### config.mk
export PLATFORM = sky130hd
export DESIGN_NAME = lcd_module_command_decoder
export DESIGN_NICKNAME = d
export VERILOG_FILES = /design/src/cmd_decoder_pkg.sv /design/src/reply_if.sv /design/src/reply_sender.sv /design/src/lcd_module_command_decoder.sv
export SDC_FILE = /design/constraint.sdc
export NUM_CORES = 2
export LEC_CHECK = 0
export BUFFER_PORTS_ARGS = -buffer_cell sky130_fd_sc_hd__buf_2
export CORE_AREA = 2 2 528 530
export DETAILED_ROUTE_END_ITERATION = 10
export DIE_AREA = 0 0 530 532
export GPL_TIMING_DRIVEN = 0
export PLACE_DENSITY_LB_ADDON = 0.12
export SLEW_MARGIN = 10
export SYNTH_ARGS = -nofsm -noshare
export SYNTH_HDL_FRONTEND = slang
export SYNTH_SLANG_ARGS = --single-unit
### constraint.sdc
create_clock -name sys_clk -period 3.4 [get_ports sys_clk]
set_input_delay 0.68 -clock sys_clk [delete_from_list [all_inputs] [get_ports sys_clk]]
set_output_delay 0.68 -clock sys_clk [all_outputs]
set_load 0.05 [all_outputs]
### src/cmd_decoder_pkg.sv
package cmd_decoder_pkg;
  // ---------------------------------------------------------------
  // packet framing
  // ---------------------------------------------------------------
  localparam int          MAX_LEN        = 18;
  localparam int          LINE_CHARS     = 16;
  localparam int          USER_BYTES     = 16;
  localparam int          GLYPHS         = 8;
  localparam int          GLYPH_ROWS     = 8;
  localparam int          ROW_BITS       = 6;
  localparam logic [1:0]  KIND_COMMAND   = 2'h0;
  localparam logic [1:0]  KIND_RESPONSE  = 2'h1;
  localparam logic [1:0]  KIND_ERROR     = 2'h3;
  localparam logic [7:0]  BLANK_CHAR     = 8'h20;
  localparam logic [7:0]  PING_MAX_LEN   = 8'h10;
  localparam logic [7:0]  LEN_LINE       = 8'h10;
  localparam logic [7:0]  LEN_GLYPH      = 8'h09;
  localparam logic [7:0]  LEN_CONTROL    = 8'h03;
  localparam logic [7:0]  LEN_VERSION    = 8'h10;
  localparam logic [7:0]  GLYPH_IDX_MAX  = 8'h07;
  localparam logic [7:0]  ROW_VALUE_MAX  = 8'h3F;

  // ---------------------------------------------------------------
  // command codes
  // ---------------------------------------------------------------
  localparam logic [5:0] CMD_PING        = 6'h00;
  localparam logic [5:0] CMD_VERSION     = 6'h01;
  localparam logic [5:0] CMD_USER_WRITE  = 6'h02;
  localparam logic [5:0] CMD_USER_READ   = 6'h03;
  localparam logic [5:0] CMD_SAVE_BOOT   = 6'h04;
  localparam logic [5:0] CMD_CONTROL     = 6'h05;
  localparam logic [5:0] CMD_CLEAR       = 6'h06;
  localparam logic [5:0] CMD_LINE_TOP    = 6'h07;
  localparam logic [5:0] CMD_LINE_BOTTOM = 6'h08;
  localparam logic [5:0] CMD_GLYPH       = 6'h09;

  // control key triples
  localparam logic [23:0] KEY_REBOOT     = {8'h08, 8'h12, 8'h63};
  localparam logic [23:0] KEY_HOST_RESET = {8'h0C, 8'h1C, 8'h61};
  localparam logic [23:0] KEY_HOST_OFF   = {8'h03, 8'h0B, 8'h5F};

  // ---------------------------------------------------------------
  // timing
  // ---------------------------------------------------------------
  localparam int CLK_HZ          = 10_000_000;
  localparam int ACK_LIMIT_MS    = 250;
  localparam int ACK_LIMIT_CYC   = (CLK_HZ / 1000) * ACK_LIMIT_MS;
  localparam int HOST_PULSE_US   = 100;
  localparam int HOST_PULSE_CYC  = (CLK_HZ / 1_000_000) * HOST_PULSE_US;

  typedef logic [7:0] byte_t;
endpackage

### src/reply_if.sv
`timescale 1ns/1ns
`default_nettype none
// reply stream from the decoder core to the reply sender
interface reply_if;
  import cmd_decoder_pkg::*;
  logic       start;
  logic [7:0] rtype;
  logic [7:0] rlen;
  logic       busy;
  logic [4:0] idx;
  logic [7:0] data;
  modport core   (output start, output rtype, output rlen, input busy, input idx, output data);
  modport sender (input start, input rtype, input rlen, output busy, output idx, input data);
endinterface
`default_nettype wire

### src/reply_sender.sv
`timescale 1ns/1ns
`default_nettype none
module reply_sender
  import cmd_decoder_pkg::*;
(
  input  wire logic sys_clk,
  input  wire logic srst,
  reply_if.sender   rif,
  output logic      tx_valid,
  input  wire logic tx_ready,
  output logic      tx_first,
  output logic      tx_last,
  output logic [7:0] tx_data
);
  // ---------------------------------------------------------------
  // byte streamer: type, length, payload; crc appended downstream
  // ---------------------------------------------------------------
  logic [5:0] pos;
  logic [7:0] len;
  logic [7:0] next_byte;

  assign rif.idx  = 5'(pos - 6'h02);
  assign rif.busy = tx_valid;

  always_comb
  begin
    next_byte = rif.data;
    if (pos == 6'h00)
      next_byte = rif.rtype;
    else if (pos == 6'h01)
      next_byte = len;
  end

  always_ff @(posedge sys_clk)
  begin
    if (srst)
    begin
      tx_valid <= 1'b0;
      tx_first <= 1'b0;
      tx_last  <= 1'b0;
      tx_data  <= 8'h00;
      pos      <= 6'h00;
      len      <= 8'h00;
    end
    else if (!tx_valid && rif.start)
    begin
      len      <= rif.rlen;
      tx_valid <= 1'b1;
      tx_first <= 1'b1;
      tx_last  <= 1'b0;
      tx_data  <= rif.rtype;
      pos      <= 6'h01;
    end
    else if (tx_valid && tx_ready)
    begin
      if (tx_last)
        tx_valid <= 1'b0;
      else
      begin
        tx_first <= 1'b0;
        tx_data  <= next_byte;
        tx_last  <= (6'(len) + 6'h01 == pos);
        pos      <= pos + 6'h01;
      end
    end
  end
endmodule
`default_nettype wire

### src/lcd_module_command_decoder.sv
// Behaviour
// - type byte: two kind bits, six code bits
// - crc checked before us, appended after us
// - every command acknowledged within 250 ms
// - reply repeats the six-bit command code
// - ping echoes length and payload, type 0x40
// - version query returns sixteen ascii bytes
// - sixteen bytes stored in user area
// - user area read back, type 0x43
// - power-up loads boot state from storage
// - save current state as boot state
// - temperature reporting and watchdog not saved
// - key 8,18,99 restarts module
// - key 12,28,97 pulses host reset pin
// - key 3,11,95 switches host power off
// - control actions acknowledged with type 0x45
// - clear fills memory with blanks, cursor home
// - sixteen bytes written to top line
// - sixteen bytes written to bottom line
// - nine bytes redefine one special glyph
// - six-bit rows, first byte top row
`timescale 1ns/1ns
`default_nettype none
module lcd_module_command_decoder
  import cmd_decoder_pkg::*;
#(
  parameter int          ACK_CYCLES   = ACK_LIMIT_CYC,
  parameter logic [127:0] VERSION_TEXT = "MOD000:h0.0,s0v0"  // arbitrary identity string
)
(
  input  wire logic                  sys_clk,
  input  wire logic                  srst,
  input  wire logic                  rx_valid,
  output logic                       rx_ready,
  input  wire logic [7:0]            rx_type,
  input  wire logic [7:0]            rx_len,
  input  wire logic [MAX_LEN*8-1:0]  rx_payload,
  output logic                       tx_valid,
  input  wire logic                  tx_ready,
  output logic                       tx_first,
  output logic                       tx_last,
  output logic [7:0]                 tx_data,
  output logic [LINE_CHARS*8-1:0]    top_line,
  output logic [LINE_CHARS*8-1:0]    bottom_line,
  output logic [GLYPHS*GLYPH_ROWS*ROW_BITS-1:0] glyph_pattern_memory,
  output logic [4:0]                 cursor_col,
  output logic                       cursor_row,
  output logic                       nv_user_write,
  output logic [USER_BYTES*8-1:0]    nv_user_wdata,
  input  wire logic [USER_BYTES*8-1:0] nv_user_rdata,
  output logic                       nv_save_boot,
  input  wire logic                  boot_valid,
  input  wire logic [LINE_CHARS*8-1:0] boot_top,
  input  wire logic [LINE_CHARS*8-1:0] boot_bottom,
  output logic                       module_restart,
  output logic                       host_reset,
  output logic                       host_power_off,
  output logic                       ack_overdue
);
  // ---------------------------------------------------------------
  // state
  // ---------------------------------------------------------------
  typedef enum logic [1:0] {IDLE, LOAD, REPLY, WAIT} state_t;
  state_t state;

  logic [7:0]             cmd_type;
  logic [7:0]             cmd_len;
  logic [MAX_LEN*8-1:0]   cmd_data;
  logic [7:0]             reply_type;
  logic [7:0]             reply_len;
  logic [USER_BYTES*8-1:0] reply_buf;
  logic                   cmd_ok;
  logic [7:0]             ok_len;
  logic                   booted;
  logic [$clog2(HOST_PULSE_CYC+1)-1:0] pulse_cnt;
  logic [$clog2(ACK_CYCLES+1)-1:0]     ack_cnt;
  logic [23:0]            key;
  logic                   rows_ok;
  logic [5:0]             code;

  reply_if rif ();

  assign code = cmd_type[5:0];
  // first payload byte sits in the top of the key so it lines up with the key constants
  assign key  = {cmd_data[7:0], cmd_data[15:8], cmd_data[23:16]};
  assign rx_ready = (state == IDLE);

  function automatic logic [7:0] pbyte(input logic [MAX_LEN*8-1:0] p, input int i);
    pbyte = p[i*8 +: 8];
  endfunction

  // glyph rows must fit in six bits
  always_comb
  begin
    rows_ok = 1'b1;
    for (int r = 1; r <= GLYPH_ROWS; r++)
      if (pbyte(cmd_data, r) > ROW_VALUE_MAX)
        rows_ok = 1'b0;
  end

  // ---------------------------------------------------------------
  // validation
  // ---------------------------------------------------------------
  always_comb
  begin
    cmd_ok = 1'b0;
    ok_len = 8'h00;
    if (cmd_type[7:6] == KIND_COMMAND)
    begin
      case (code)
        CMD_PING:
        begin
          cmd_ok = (cmd_len <= PING_MAX_LEN);
          ok_len = cmd_len;
        end
        CMD_VERSION:
        begin
          cmd_ok = (cmd_len == 8'h00);
          ok_len = LEN_VERSION;
        end
        CMD_USER_WRITE:  cmd_ok = (cmd_len == LEN_LINE);
        CMD_USER_READ:
        begin
          cmd_ok = (cmd_len == 8'h00);
          ok_len = LEN_LINE;
        end
        CMD_SAVE_BOOT:   cmd_ok = (cmd_len == 8'h00);
        CMD_CONTROL:     cmd_ok = (cmd_len == LEN_CONTROL) &&
                                  (key == KEY_REBOOT || key == KEY_HOST_RESET ||
                                   key == KEY_HOST_OFF);
        CMD_CLEAR:       cmd_ok = (cmd_len == 8'h00);
        CMD_LINE_TOP:    cmd_ok = (cmd_len == LEN_LINE);
        CMD_LINE_BOTTOM: cmd_ok = (cmd_len == LEN_LINE);
        CMD_GLYPH:       cmd_ok = (cmd_len == LEN_GLYPH) &&
                                  (pbyte(cmd_data, 0) <= GLYPH_IDX_MAX) && rows_ok;
        default:         cmd_ok = 1'b0;
      endcase
    end
  end

  // ---------------------------------------------------------------
  // sequencer
  // ---------------------------------------------------------------
  always_ff @(posedge sys_clk)
  begin
    if (srst)
    begin
      state      <= IDLE;
      cmd_type   <= 8'h00;
      cmd_len    <= 8'h00;
      cmd_data   <= '0;
      reply_type <= 8'h00;
      reply_len  <= 8'h00;
      reply_buf  <= '0;
    end
    else
    begin
      case (state)
        IDLE:
          if (rx_valid)
          begin
            cmd_type <= rx_type;
            cmd_len  <= rx_len;
            cmd_data <= rx_payload;
            state    <= LOAD;
          end
        LOAD:
        begin
          // reply carries the command's own code either way
          reply_type <= {cmd_ok ? KIND_RESPONSE : KIND_ERROR, code};
          reply_len  <= cmd_ok ? ok_len : 8'h00;
          reply_buf  <= '0;
          if (cmd_ok && code == CMD_PING)
            reply_buf <= cmd_data[USER_BYTES*8-1:0];
          else if (cmd_ok && code == CMD_VERSION)
            for (int i = 0; i < USER_BYTES; i++)
              reply_buf[i*8 +: 8] <= VERSION_TEXT[(USER_BYTES-1-i)*8 +: 8];
          else if (cmd_ok && code == CMD_USER_READ)
            reply_buf <= nv_user_rdata;
          state <= REPLY;
        end
        REPLY:
          if (!rif.busy)
            state <= WAIT;
        WAIT:
          if (!rif.busy)
            state <= IDLE;
        default: state <= IDLE;
      endcase
    end
  end

  assign rif.start = (state == REPLY);
  assign rif.rtype = reply_type;
  assign rif.rlen  = reply_len;
  assign rif.data  = reply_buf[rif.idx[3:0]*8 +: 8];

  reply_sender u_sender (
    .sys_clk  (sys_clk),
    .srst     (srst),
    .rif      (rif),
    .tx_valid (tx_valid),
    .tx_ready (tx_ready),
    .tx_first (tx_first),
    .tx_last  (tx_last),
    .tx_data  (tx_data)
  );

  // ---------------------------------------------------------------
  // display state and side effects
  // ---------------------------------------------------------------
  wire logic act = (state == LOAD) && cmd_ok;

  always_ff @(posedge sys_clk)
  begin
    if (srst)
    begin
      top_line    <= {LINE_CHARS{BLANK_CHAR}};
      bottom_line <= {LINE_CHARS{BLANK_CHAR}};
      cursor_col  <= 5'h00;
      cursor_row  <= 1'b0;
      booted      <= 1'b0;
    end
    else if (!booted && boot_valid)
    begin
      // welcome screen comes from stored boot state
      top_line    <= boot_top;
      bottom_line <= boot_bottom;
      booted      <= 1'b1;
    end
    else if (act && code == CMD_CLEAR)
    begin
      top_line    <= {LINE_CHARS{BLANK_CHAR}};
      bottom_line <= {LINE_CHARS{BLANK_CHAR}};
      cursor_col  <= 5'h00;
      cursor_row  <= 1'b0;
    end
    else if (act && code == CMD_LINE_TOP)
      top_line    <= cmd_data[LINE_CHARS*8-1:0];
    else if (act && code == CMD_LINE_BOTTOM)
      bottom_line <= cmd_data[LINE_CHARS*8-1:0];
  end

  genvar g;
  generate
    for (g = 0; g < GLYPHS; g++)
    begin : glyph_slot
      always_ff @(posedge sys_clk)
      begin
        if (srst)
          glyph_pattern_memory[g*GLYPH_ROWS*ROW_BITS +: GLYPH_ROWS*ROW_BITS] <= '0;
        else if (act && code == CMD_GLYPH && pbyte(cmd_data, 0) == 8'(g))
          for (int r = 0; r < GLYPH_ROWS; r++)
            // row 0 at the top, msb is the left pixel
            glyph_pattern_memory[(g*GLYPH_ROWS + r)*ROW_BITS +: ROW_BITS]
              <= cmd_data[(r+1)*8 +: ROW_BITS];
      end
    end
  endgenerate

  // nonvolatile strobes: the store saves only the saveable state, so
  // temperature reporting and the host watchdog never reach it
  always_ff @(posedge sys_clk)
  begin
    if (srst)
    begin
      nv_user_write <= 1'b0;
      nv_user_wdata <= '0;
      nv_save_boot  <= 1'b0;
    end
    else
    begin
      nv_user_write <= act && code == CMD_USER_WRITE;
      if (act && code == CMD_USER_WRITE)
        nv_user_wdata <= cmd_data[USER_BYTES*8-1:0];
      nv_save_boot  <= act && code == CMD_SAVE_BOOT;
    end
  end

  // ---------------------------------------------------------------
  // control actions, fired after the ack has left
  // ---------------------------------------------------------------
  logic [1:0] pending;
  always_ff @(posedge sys_clk)
  begin
    if (srst)
    begin
      pending        <= 2'h0;
      module_restart <= 1'b0;
      host_reset     <= 1'b0;
      host_power_off <= 1'b0;
      pulse_cnt      <= '0;
    end
    else
    begin
      module_restart <= 1'b0;
      if (act && code == CMD_CONTROL)
        pending <= (key == KEY_REBOOT) ? 2'h1 : (key == KEY_HOST_RESET) ? 2'h2 : 2'h3;
      else if (state == WAIT && !rif.busy && pending != 2'h0)
      begin
        pending <= 2'h0;
        if (pending == 2'h1)
          module_restart <= 1'b1;
        else if (pending == 2'h2)
        begin
          host_reset <= 1'b1;
          pulse_cnt  <= $bits(pulse_cnt)'(HOST_PULSE_CYC);
        end
        else
          host_power_off <= 1'b1;
      end
      if (host_reset)
      begin
        if (pulse_cnt == '0)
          host_reset <= 1'b0;
        else
          pulse_cnt <= pulse_cnt - 1'b1;
      end
    end
  end

  // ---------------------------------------------------------------
  // ack deadline watch
  // ---------------------------------------------------------------
  always_ff @(posedge sys_clk)
  begin
    if (srst || state == IDLE)
    begin
      ack_cnt     <= '0;
      ack_overdue <= 1'b0;
    end
    else if (ack_cnt >= $bits(ack_cnt)'(ACK_CYCLES))
      ack_overdue <= 1'b1;
    else
      ack_cnt <= ack_cnt + 1'b1;
  end
endmodule
`default_nettype wire

-- Word level (Yosys, flattened, before mapping)
Index checks and enable logic that the tools add are counted.
- register bits: 1124
- output and inout bits: 792
- input port bits: 549
- logic and storage cells: 208
- reductions and logical operators: 57
- bitwise gates (word level): 5
- equal/unequal tests: 34
- shifts and indexed selects: 1
- multiplexer cells: 60
- order comparisons: 11
- $add $sub $neg: 5
- operator list (kind ; number):
    2-to-1 mux 128 bit ; 10
    variable part select 128 x 8 -> 8 bit ; 1
    > comparator 8 x 6 -> 1 bit (second input constant) ; 8
    2-to-1 mux 10 bit ; 6
    2-to-1 mux 8 bit ; 7
    equality test 24 x 20 -> 1 bit (second input constant) ; 2
    equality test 8 x 3 -> 1 bit (second input constant) ; 4
    logical AND 1 bit ; 27
    2-to-1 mux 1 bit ; 27
    equality test 24 x 18 -> 1 bit (second input constant) ; 1
    equality test 6 x 3 -> 1 bit (second input constant) ; 4
    equality test 8 x 2 -> 1 bit (second input constant) ; 3
    adder 22 x 1 -> 22 bit (second input constant) ; 1
    greater-or-equal comparator 22 bit (second input constant) ; 1
    logical NOT 8 bit ; 2
    one-hot mux 8 bit (2 select lines) ; 1
    2-to-1 mux 2 bit ; 7
    adder 6 x 1 -> 6 bit (second input constant) ; 2
    equality test 6 x 1 -> 1 bit (second input constant) ; 2
    equality test 6 x 2 -> 1 bit (second input constant) ; 2
    equality test 6 x 4 -> 1 bit (second input constant) ; 2
    logical NOT 6 bit ; 2
    logical NOT 10 bit ; 1
    AND reduction 2 bit ; 5
    other kinds (25) ; 45

-- Logic depth before layout (Yosys ltp)
- depth in word-level cells: 18
- mapped depth: 11
- depth with buffers taken out: 8

-- Hierarchy
Synthesis repeated with hierarchy kept, for this count alone.
- cell total of the unflattened synthesis: 5475
- area, all modules: 44915.6 µm²
- modules (own cells, without submodules) (module ; times used ; seq. area each (µm²) ; cells an instance ; area an instance (µm²)):
    lcd_module_command_decoder ; 1 ; 22001.1 ; 5321 ; 43554.3
    reply_sender ; 1 ; 500.5 ; 154 ; 1361.3

-- Worst setup path before layout
Ideal clock, no wire load.
- path kind: flip-flop to flip-flop
- from: register cmd_data[4]
- to: register reply_buf[101]
- clock period less this slack: 3072 ps
- setup time: 117 ps
- stages on the path, launching flop included: 10
- buffers on the path: 3
- arrival time: 2955 ps
- setup slack: 328 ps
- required time: 3283 ps
- cell sequence: dfxtp_1 > or4_1 > or4b_1 > or4_1 > nand4_2 > buf_4 > buf_2 > buf_2 > nand4_1 > a32o_1
- cells in the longest elaborated chain, start to end: 10
- elaborated cells between the ends (all ways): 17
- classes of those cells: 1 x order compare; 3 x eq/ne; 5 x mux; 8 x reduce/logical
- ends and longest elaborated chain (item ; line ; text):
    start: declaration ; lcd_module_command_decoder.sv:68 ; logic [MAX_LEN*8-1:0] cmd_data;
    start signal: assignment ; lcd_module_command_decoder.sv:164 ; cmd_data <= rx_payload;
    branches (longest 4 deep; another with less-or-equal comparator 8 x 3 -> 1 bit) ; - ;
    one-hot mux 1 bit (5 select lines) * ; lcd_module_command_decoder.sv:110 ; case (code)
    2-to-1 mux 1 bit * ; lcd_module_command_decoder.sv:108 ; if (cmd_type[7:6] == KIND_COMMAND)
    logical AND 1 bit ; lcd_module_command_decoder.sv:178 ; else if (cmd_ok && code == CMD_USER_READ)
    2-to-1 mux 128 bit ; lcd_module_command_decoder.sv:178 ;
    2-to-1 mux 128 bit ; lcd_module_command_decoder.sv:175 ; else if (cmd_ok && code == CMD_VERSION)
    2-to-1 mux 128 bit * ; lcd_module_command_decoder.sv:173 ; if (cmd_ok && code == CMD_PING)
    end signal: assignment ; lcd_module_command_decoder.sv:174 ; reply_buf <= cmd_data[USER_BYTES*8-1:0];
    end signal: indexed assignment ; lcd_module_command_decoder.sv:177 ; reply_buf[i*8 +: 8] <= VERSION_TEXT[(USER_BYTES-1-i)*8 +: 8];
    end signal: assignment ; lcd_module_command_decoder.sv:179 ; reply_buf <= nv_user_rdata;
    end: declaration ; lcd_module_command_decoder.sv:71 ; logic [USER_BYTES*8-1:0] reply_buf;
Mark *: on every way between the ends.
A chain may end at the register's enable or synchronous reset.

-- Worst setup path after layout
- from: register cmd_data[8]
- to: register top_line[95]
- cells in the longest elaborated chain, start to end: 16
- elaborated cells between the ends (all ways): 24
- classes of those cells: 1 x order compare; 3 x eq/ne; 12 x mux; 8 x reduce/logical
- ends and longest elaborated chain (item ; line ; text):
    > comparator 8 x 6 -> 1 bit ; lcd_module_command_decoder.sv:97 ; if (pbyte(cmd_data, r) > ROW_VALUE_MAX)
    2-to-1 mux 1 bit (8 in a row) ; lcd_module_command_decoder.sv:97 ;
    logical AND 1 bit ; lcd_module_command_decoder.sv:135 ; (pbyte(cmd_data, 0) <= GLYPH_IDX_MAX) && rows_ok;
    one-hot mux 1 bit (5 select lines) * ; lcd_module_command_decoder.sv:110 ;
    2-to-1 mux 1 bit * ; lcd_module_command_decoder.sv:108 ;
    logical AND 1 bit * ; lcd_module_command_decoder.sv:212 ; wire logic act = (state == LOAD) && cmd_ok;
    logical AND 1 bit ; lcd_module_command_decoder.sv:231 ; else if (act && code == CMD_CLEAR)
    2-to-1 mux 128 bit ; lcd_module_command_decoder.sv:231 ;
    2-to-1 mux 128 bit ; lcd_module_command_decoder.sv:224 ; else if (!booted && boot_valid)
    end signal: assignment ; lcd_module_command_decoder.sv:218 ; top_line <= {LINE_CHARS{BLANK_CHAR}};
    end signal: assignment ; lcd_module_command_decoder.sv:227 ; top_line <= boot_top;
    end signal: assignment ; lcd_module_command_decoder.sv:233 ; top_line <= {LINE_CHARS{BLANK_CHAR}};
    end: declaration ; lcd_module_command_decoder.sv:43 ; output logic [LINE_CHARS*8-1:0] top_line,
Mark *: on every way between the ends. The rest lies on a longest branch, timed or not.

==> impl_metrics.py <==
metrics = {
    "outcome": {
        "status": "complete, but fails checks",
        "violations": "setup timing",
    },
    "synth": {
        "ys_ff_latch": 1124,
        "ys_types": 70,
        "synth-edff-count": 0,
        "synth-main-ff-cell": "dfxtp_1",
        "syn_area_per_cell_um2": 9.18,
        "syn_inst": 5480,
        "synth_area_leader_cell": "dfxtp_1",
        "ys_seq_area_share_pct": 44.7,
        "synth_top_cell_area_share_pct": 44.7,
        "synthArstFlopShare_pct": 0,
        "synthTopCellsByArea": "dfxtp_1 45%, mux2i_1 8.8%, nand2b_1 6.1%",
        "synthesis.area_um2": 50300,
        "ys_warn_count": 0,
    },
    "worst_setup_path": {
        "ff2ff_setup_slack_ns": -0.07,
        "end_kind": "flip-flop",
        "r2r_cells": 11,
        "required_ns": 4.14,
        "cp-start-kind": "flip-flop",
        "crit_type": "reg2reg",
        "critical_path.max_stage_delay_ns": 0.71,
        "reg2reg_to": "top_line[95]",
        "cp_cell_sequence": "nand4b_1, or4_1, o32a_1, nand4_4, buf_12, buf_16, nand2_8, clkbuf_16, buf_16, clkbuf_16, a22oi_2",
        "slowest_stage": "dfxtp_2",
        "r2r_start": "cmd_data[8]",
        "crit_fanout": 8,
        "critical_path_arrival_ns": 4.21,
    },
    "route": {
        "totalWireLength_um": 369000,
        "viasPerCell": 4.85,
        "vias": 52800,
        "drt_first_pass_iters": 6,
        "drtIter0Drc": 4237,
        "wl_per_cell_um": 33.8,
        "ant_nets": 0,
        "drc": 0,
    },
    "sta": {
        "slew_headroom_pct": 9.55,
        "setup_viol_count_final": 22,
        "period_needed_ns": 3.47,
        "drv_slew": 0,
        "post-route-period-util_pct": 102,
        "worstMarginPinSlew_ns": 1.36,
        "fmax_mhz": 288,
        "rsz0062_at_grt": "true",
        "hold_viol": 0,
        "worst_slack_ns": -0.0725,
        "clock_skew_ns": 0.0550,
    },
    "pwr": {
        "power_density_nw_per_um2": 721,
        "p_clk_share_pct": 32.0,
        "p_seq_share_pct": 32.4,
        "p_switching_mw": 21.7,
        "p_int_mw": 28.2,
        "netSwitchingFraction_pct": 43.6,
        "p_leak_nw": 29.2,
        "pwr-share-comb_pct": 35.5,
        "ir_drop_mv": 0.392,
    },
    "hold_path": {
        "min_path_cells": 3,
        "hp-class": "in2reg",
        "worstHoldStart": "rx_payload[93]",
        "hold_path_end": "cmd_data[93]",
    },
    "global_routing": {
        "grt_pass1_vias": 52200,
        "grt_start_max_net_pins": 20,
        "grt_first_pass_wirelength_um": 481000,
        "antenna_found_initial": 163,
        "grt.total_usage_pct": 25.0,
        "grt_overflow": 0,
    },
    "clock_network": {
        "htreeDepth": 4,
        "cts.clk_slew.worst_paths_ns": 0.06,
        "insertion_delay_ns": 0.85,
        "numClockSinks": 1124,
        "cts.path.max_buffers": 4,
        "cts_root_buf": "clkbuf_16",
        "cts_inserted_buffers": 153,
        "tritoncts": "done",
    },
    "floorplan": {
        "die_x_um": 530,
        "dieHeight_um": 532,
        "io_pins": 1341,
        "rows": 193,
        "start_util_pct": 18.2,
        "core-area_um2": 276000,
        "die-area_um2": 282000,
    },
    "finish": {
        "nFillCells": 30500,
        "area_delta_synth_final_pct": 37.6,
        "final_util_pct": 25.1,
        "fin_area_um2": 69200,
        "drive_gt1_share_pct": 27.9,
        "nNetsFinal": 7573,
        "final_common_cell": "buf_2",
        "mostFrequentLayoutCells": "1361 x buf_2, 1108 x dfxtp_1, 487 x nand2b_1",
    },
    "placed_design": {
        "place.gp.congestion": 0.907,
        "place_area_um2": 62100,
        "port_buffers": 1318,
        "place_hpwl_um": 294000,
    },
    "run": {
        "maxCapViolations": 0,
    },
}
==> per-stage QoR <==
step	setup slack, ns	hold WS (ns)	setup TNS, ns	instances	power, mW
after floorplan	0.328	0.427	0	5485	23.7
after global placement	-5.14	0.442	-2442.11	10500	32.3
after detailed placement	-2.61	0.445	-1438.76	10500	32.6
after CTS	-0.0794	0.00154	-1.10	10800	50.1
after global routing	-0.0660	0.0379	-1.46	10800	51.7
final	-0.0725	0.0736	-0.208	10900	49.9
==> worst max path at each step <==
stage           startpoint              end  slack (ns)  cells after the start
2_1_floorplan  cmd_data[4]   reply_buf[101]        0.33                      9
3_3_place_gp   cmd_type[1]  bottom_line[89]       -5.14                     11
3_5_place_dp   cmd_type[0]  bottom_line[77]       -2.61                     10
4_1_cts        cmd_data[5]     top_line[95]       -0.08                     11
5_1_grt        cmd_type[0]     top_line[95]       -0.07                      9
6_report       cmd_data[8]     top_line[95]       -0.07                     11
==> routing by layer <==
metal	wire, um	global-route usage [%]
met1	141000	28.4
met3	28300	6.52
met2	182000	43.9
met4	16900	10.1
met5	556	0
==> state kept, by name (all words and copies together), names as in the netlist, 2 cells and up <==
register and flops:
ack_cnt 22, bottom_line 128, cmd_data 128, cmd_len 8, cmd_type 8, glyph_pattern_memory 384
nv_user_wdata 128, pending 2, pulse_cnt 10, reply_buf 128, reply_len 8, reply_type 8
state 2, top_line 128, u_sender.len 8, u_sender.pos 6, u_sender.tx_data 8
==> area by class of cell <==
class	instances	area, um^2	area share, %
Tap cell	3705	4640	6.70
Inverter	41	154	0.222
Clock inverter	28	267	0.385
Timing Repair Buffer	1380	7580	11.0
Antenna cell	72	180	0.260
Buffer	673	3540	5.11
Sequential cell	1124	22500	32.6
Clock buffer	230	4500	6.51
Multi-Input combinational cell	3635	25800	37.3
==> critical path: cells and delay by family, from the launching register on <==
family / cells / cell delay [ns]
and+or+nand+nor: 4 / 1.02
DFF: 1 / 0.71
buffers and inverters: 5 / 0.95
AOI/OAI and AO/OA: 2 / 0.61
==> logic make-up (layout without fill, tap and decap cells) <==
family          count (synthesis)  after routing  synth area share [%]
compound gates               1320           1320                  18.9
xor+xnor                       20             20                 0.348
fa+ha+maj                      16             16                 0.398
buf+inv                       726           2352                  5.84
flops                        1124           1124                  44.7
mux                           481            481                  10.6
other cells                     1             78               0.00746
simple gates                 1792           1792                  19.2
==> power by group through the flow <==
stage / Clock (mW) / Sequential [mW] / Combinational (mW)
final: 16.0 / 16.2 / 17.7
after global routing: 16.9 / 16.2 / 18.6
after CTS: 16.4 / 16.1 / 17.5
after detailed placement: 0 / 16.3 / 16.2
after global placement: 0 / 16.3 / 16.0
after floorplan: 0 / 16.2 / 7.56
==> what timing repair did <==
item                                    CTS  global route
pin swaps                                12             4
buffers inserted                         27             2
hold buffers                              3             0
hold endpoints to repair                  3             0
endpoints found under the setup margin  927           567
cloned                                    6             1
gates resized for setup                 334           153
==> synthesized netlist by cell type (all sizes together) (20+ instances only) <==
master,number
nor3,51
nor4,238
a22oi,148
mux4,40
o211ai,116
inv,41
o21bai,191
nor2,172
nand2,458
nand2b,487
o21ai,28
o2bb2ai,20
a311oi,114
o31ai,89
o41ai,21
nand4,273
mux2i,441
nand3,29
dfxtp,1124
a31oi,82
clkbuf,505
o311ai,129
buf,180
a21oi,286
a22o,41
Power figures use the tool's default switching activity.
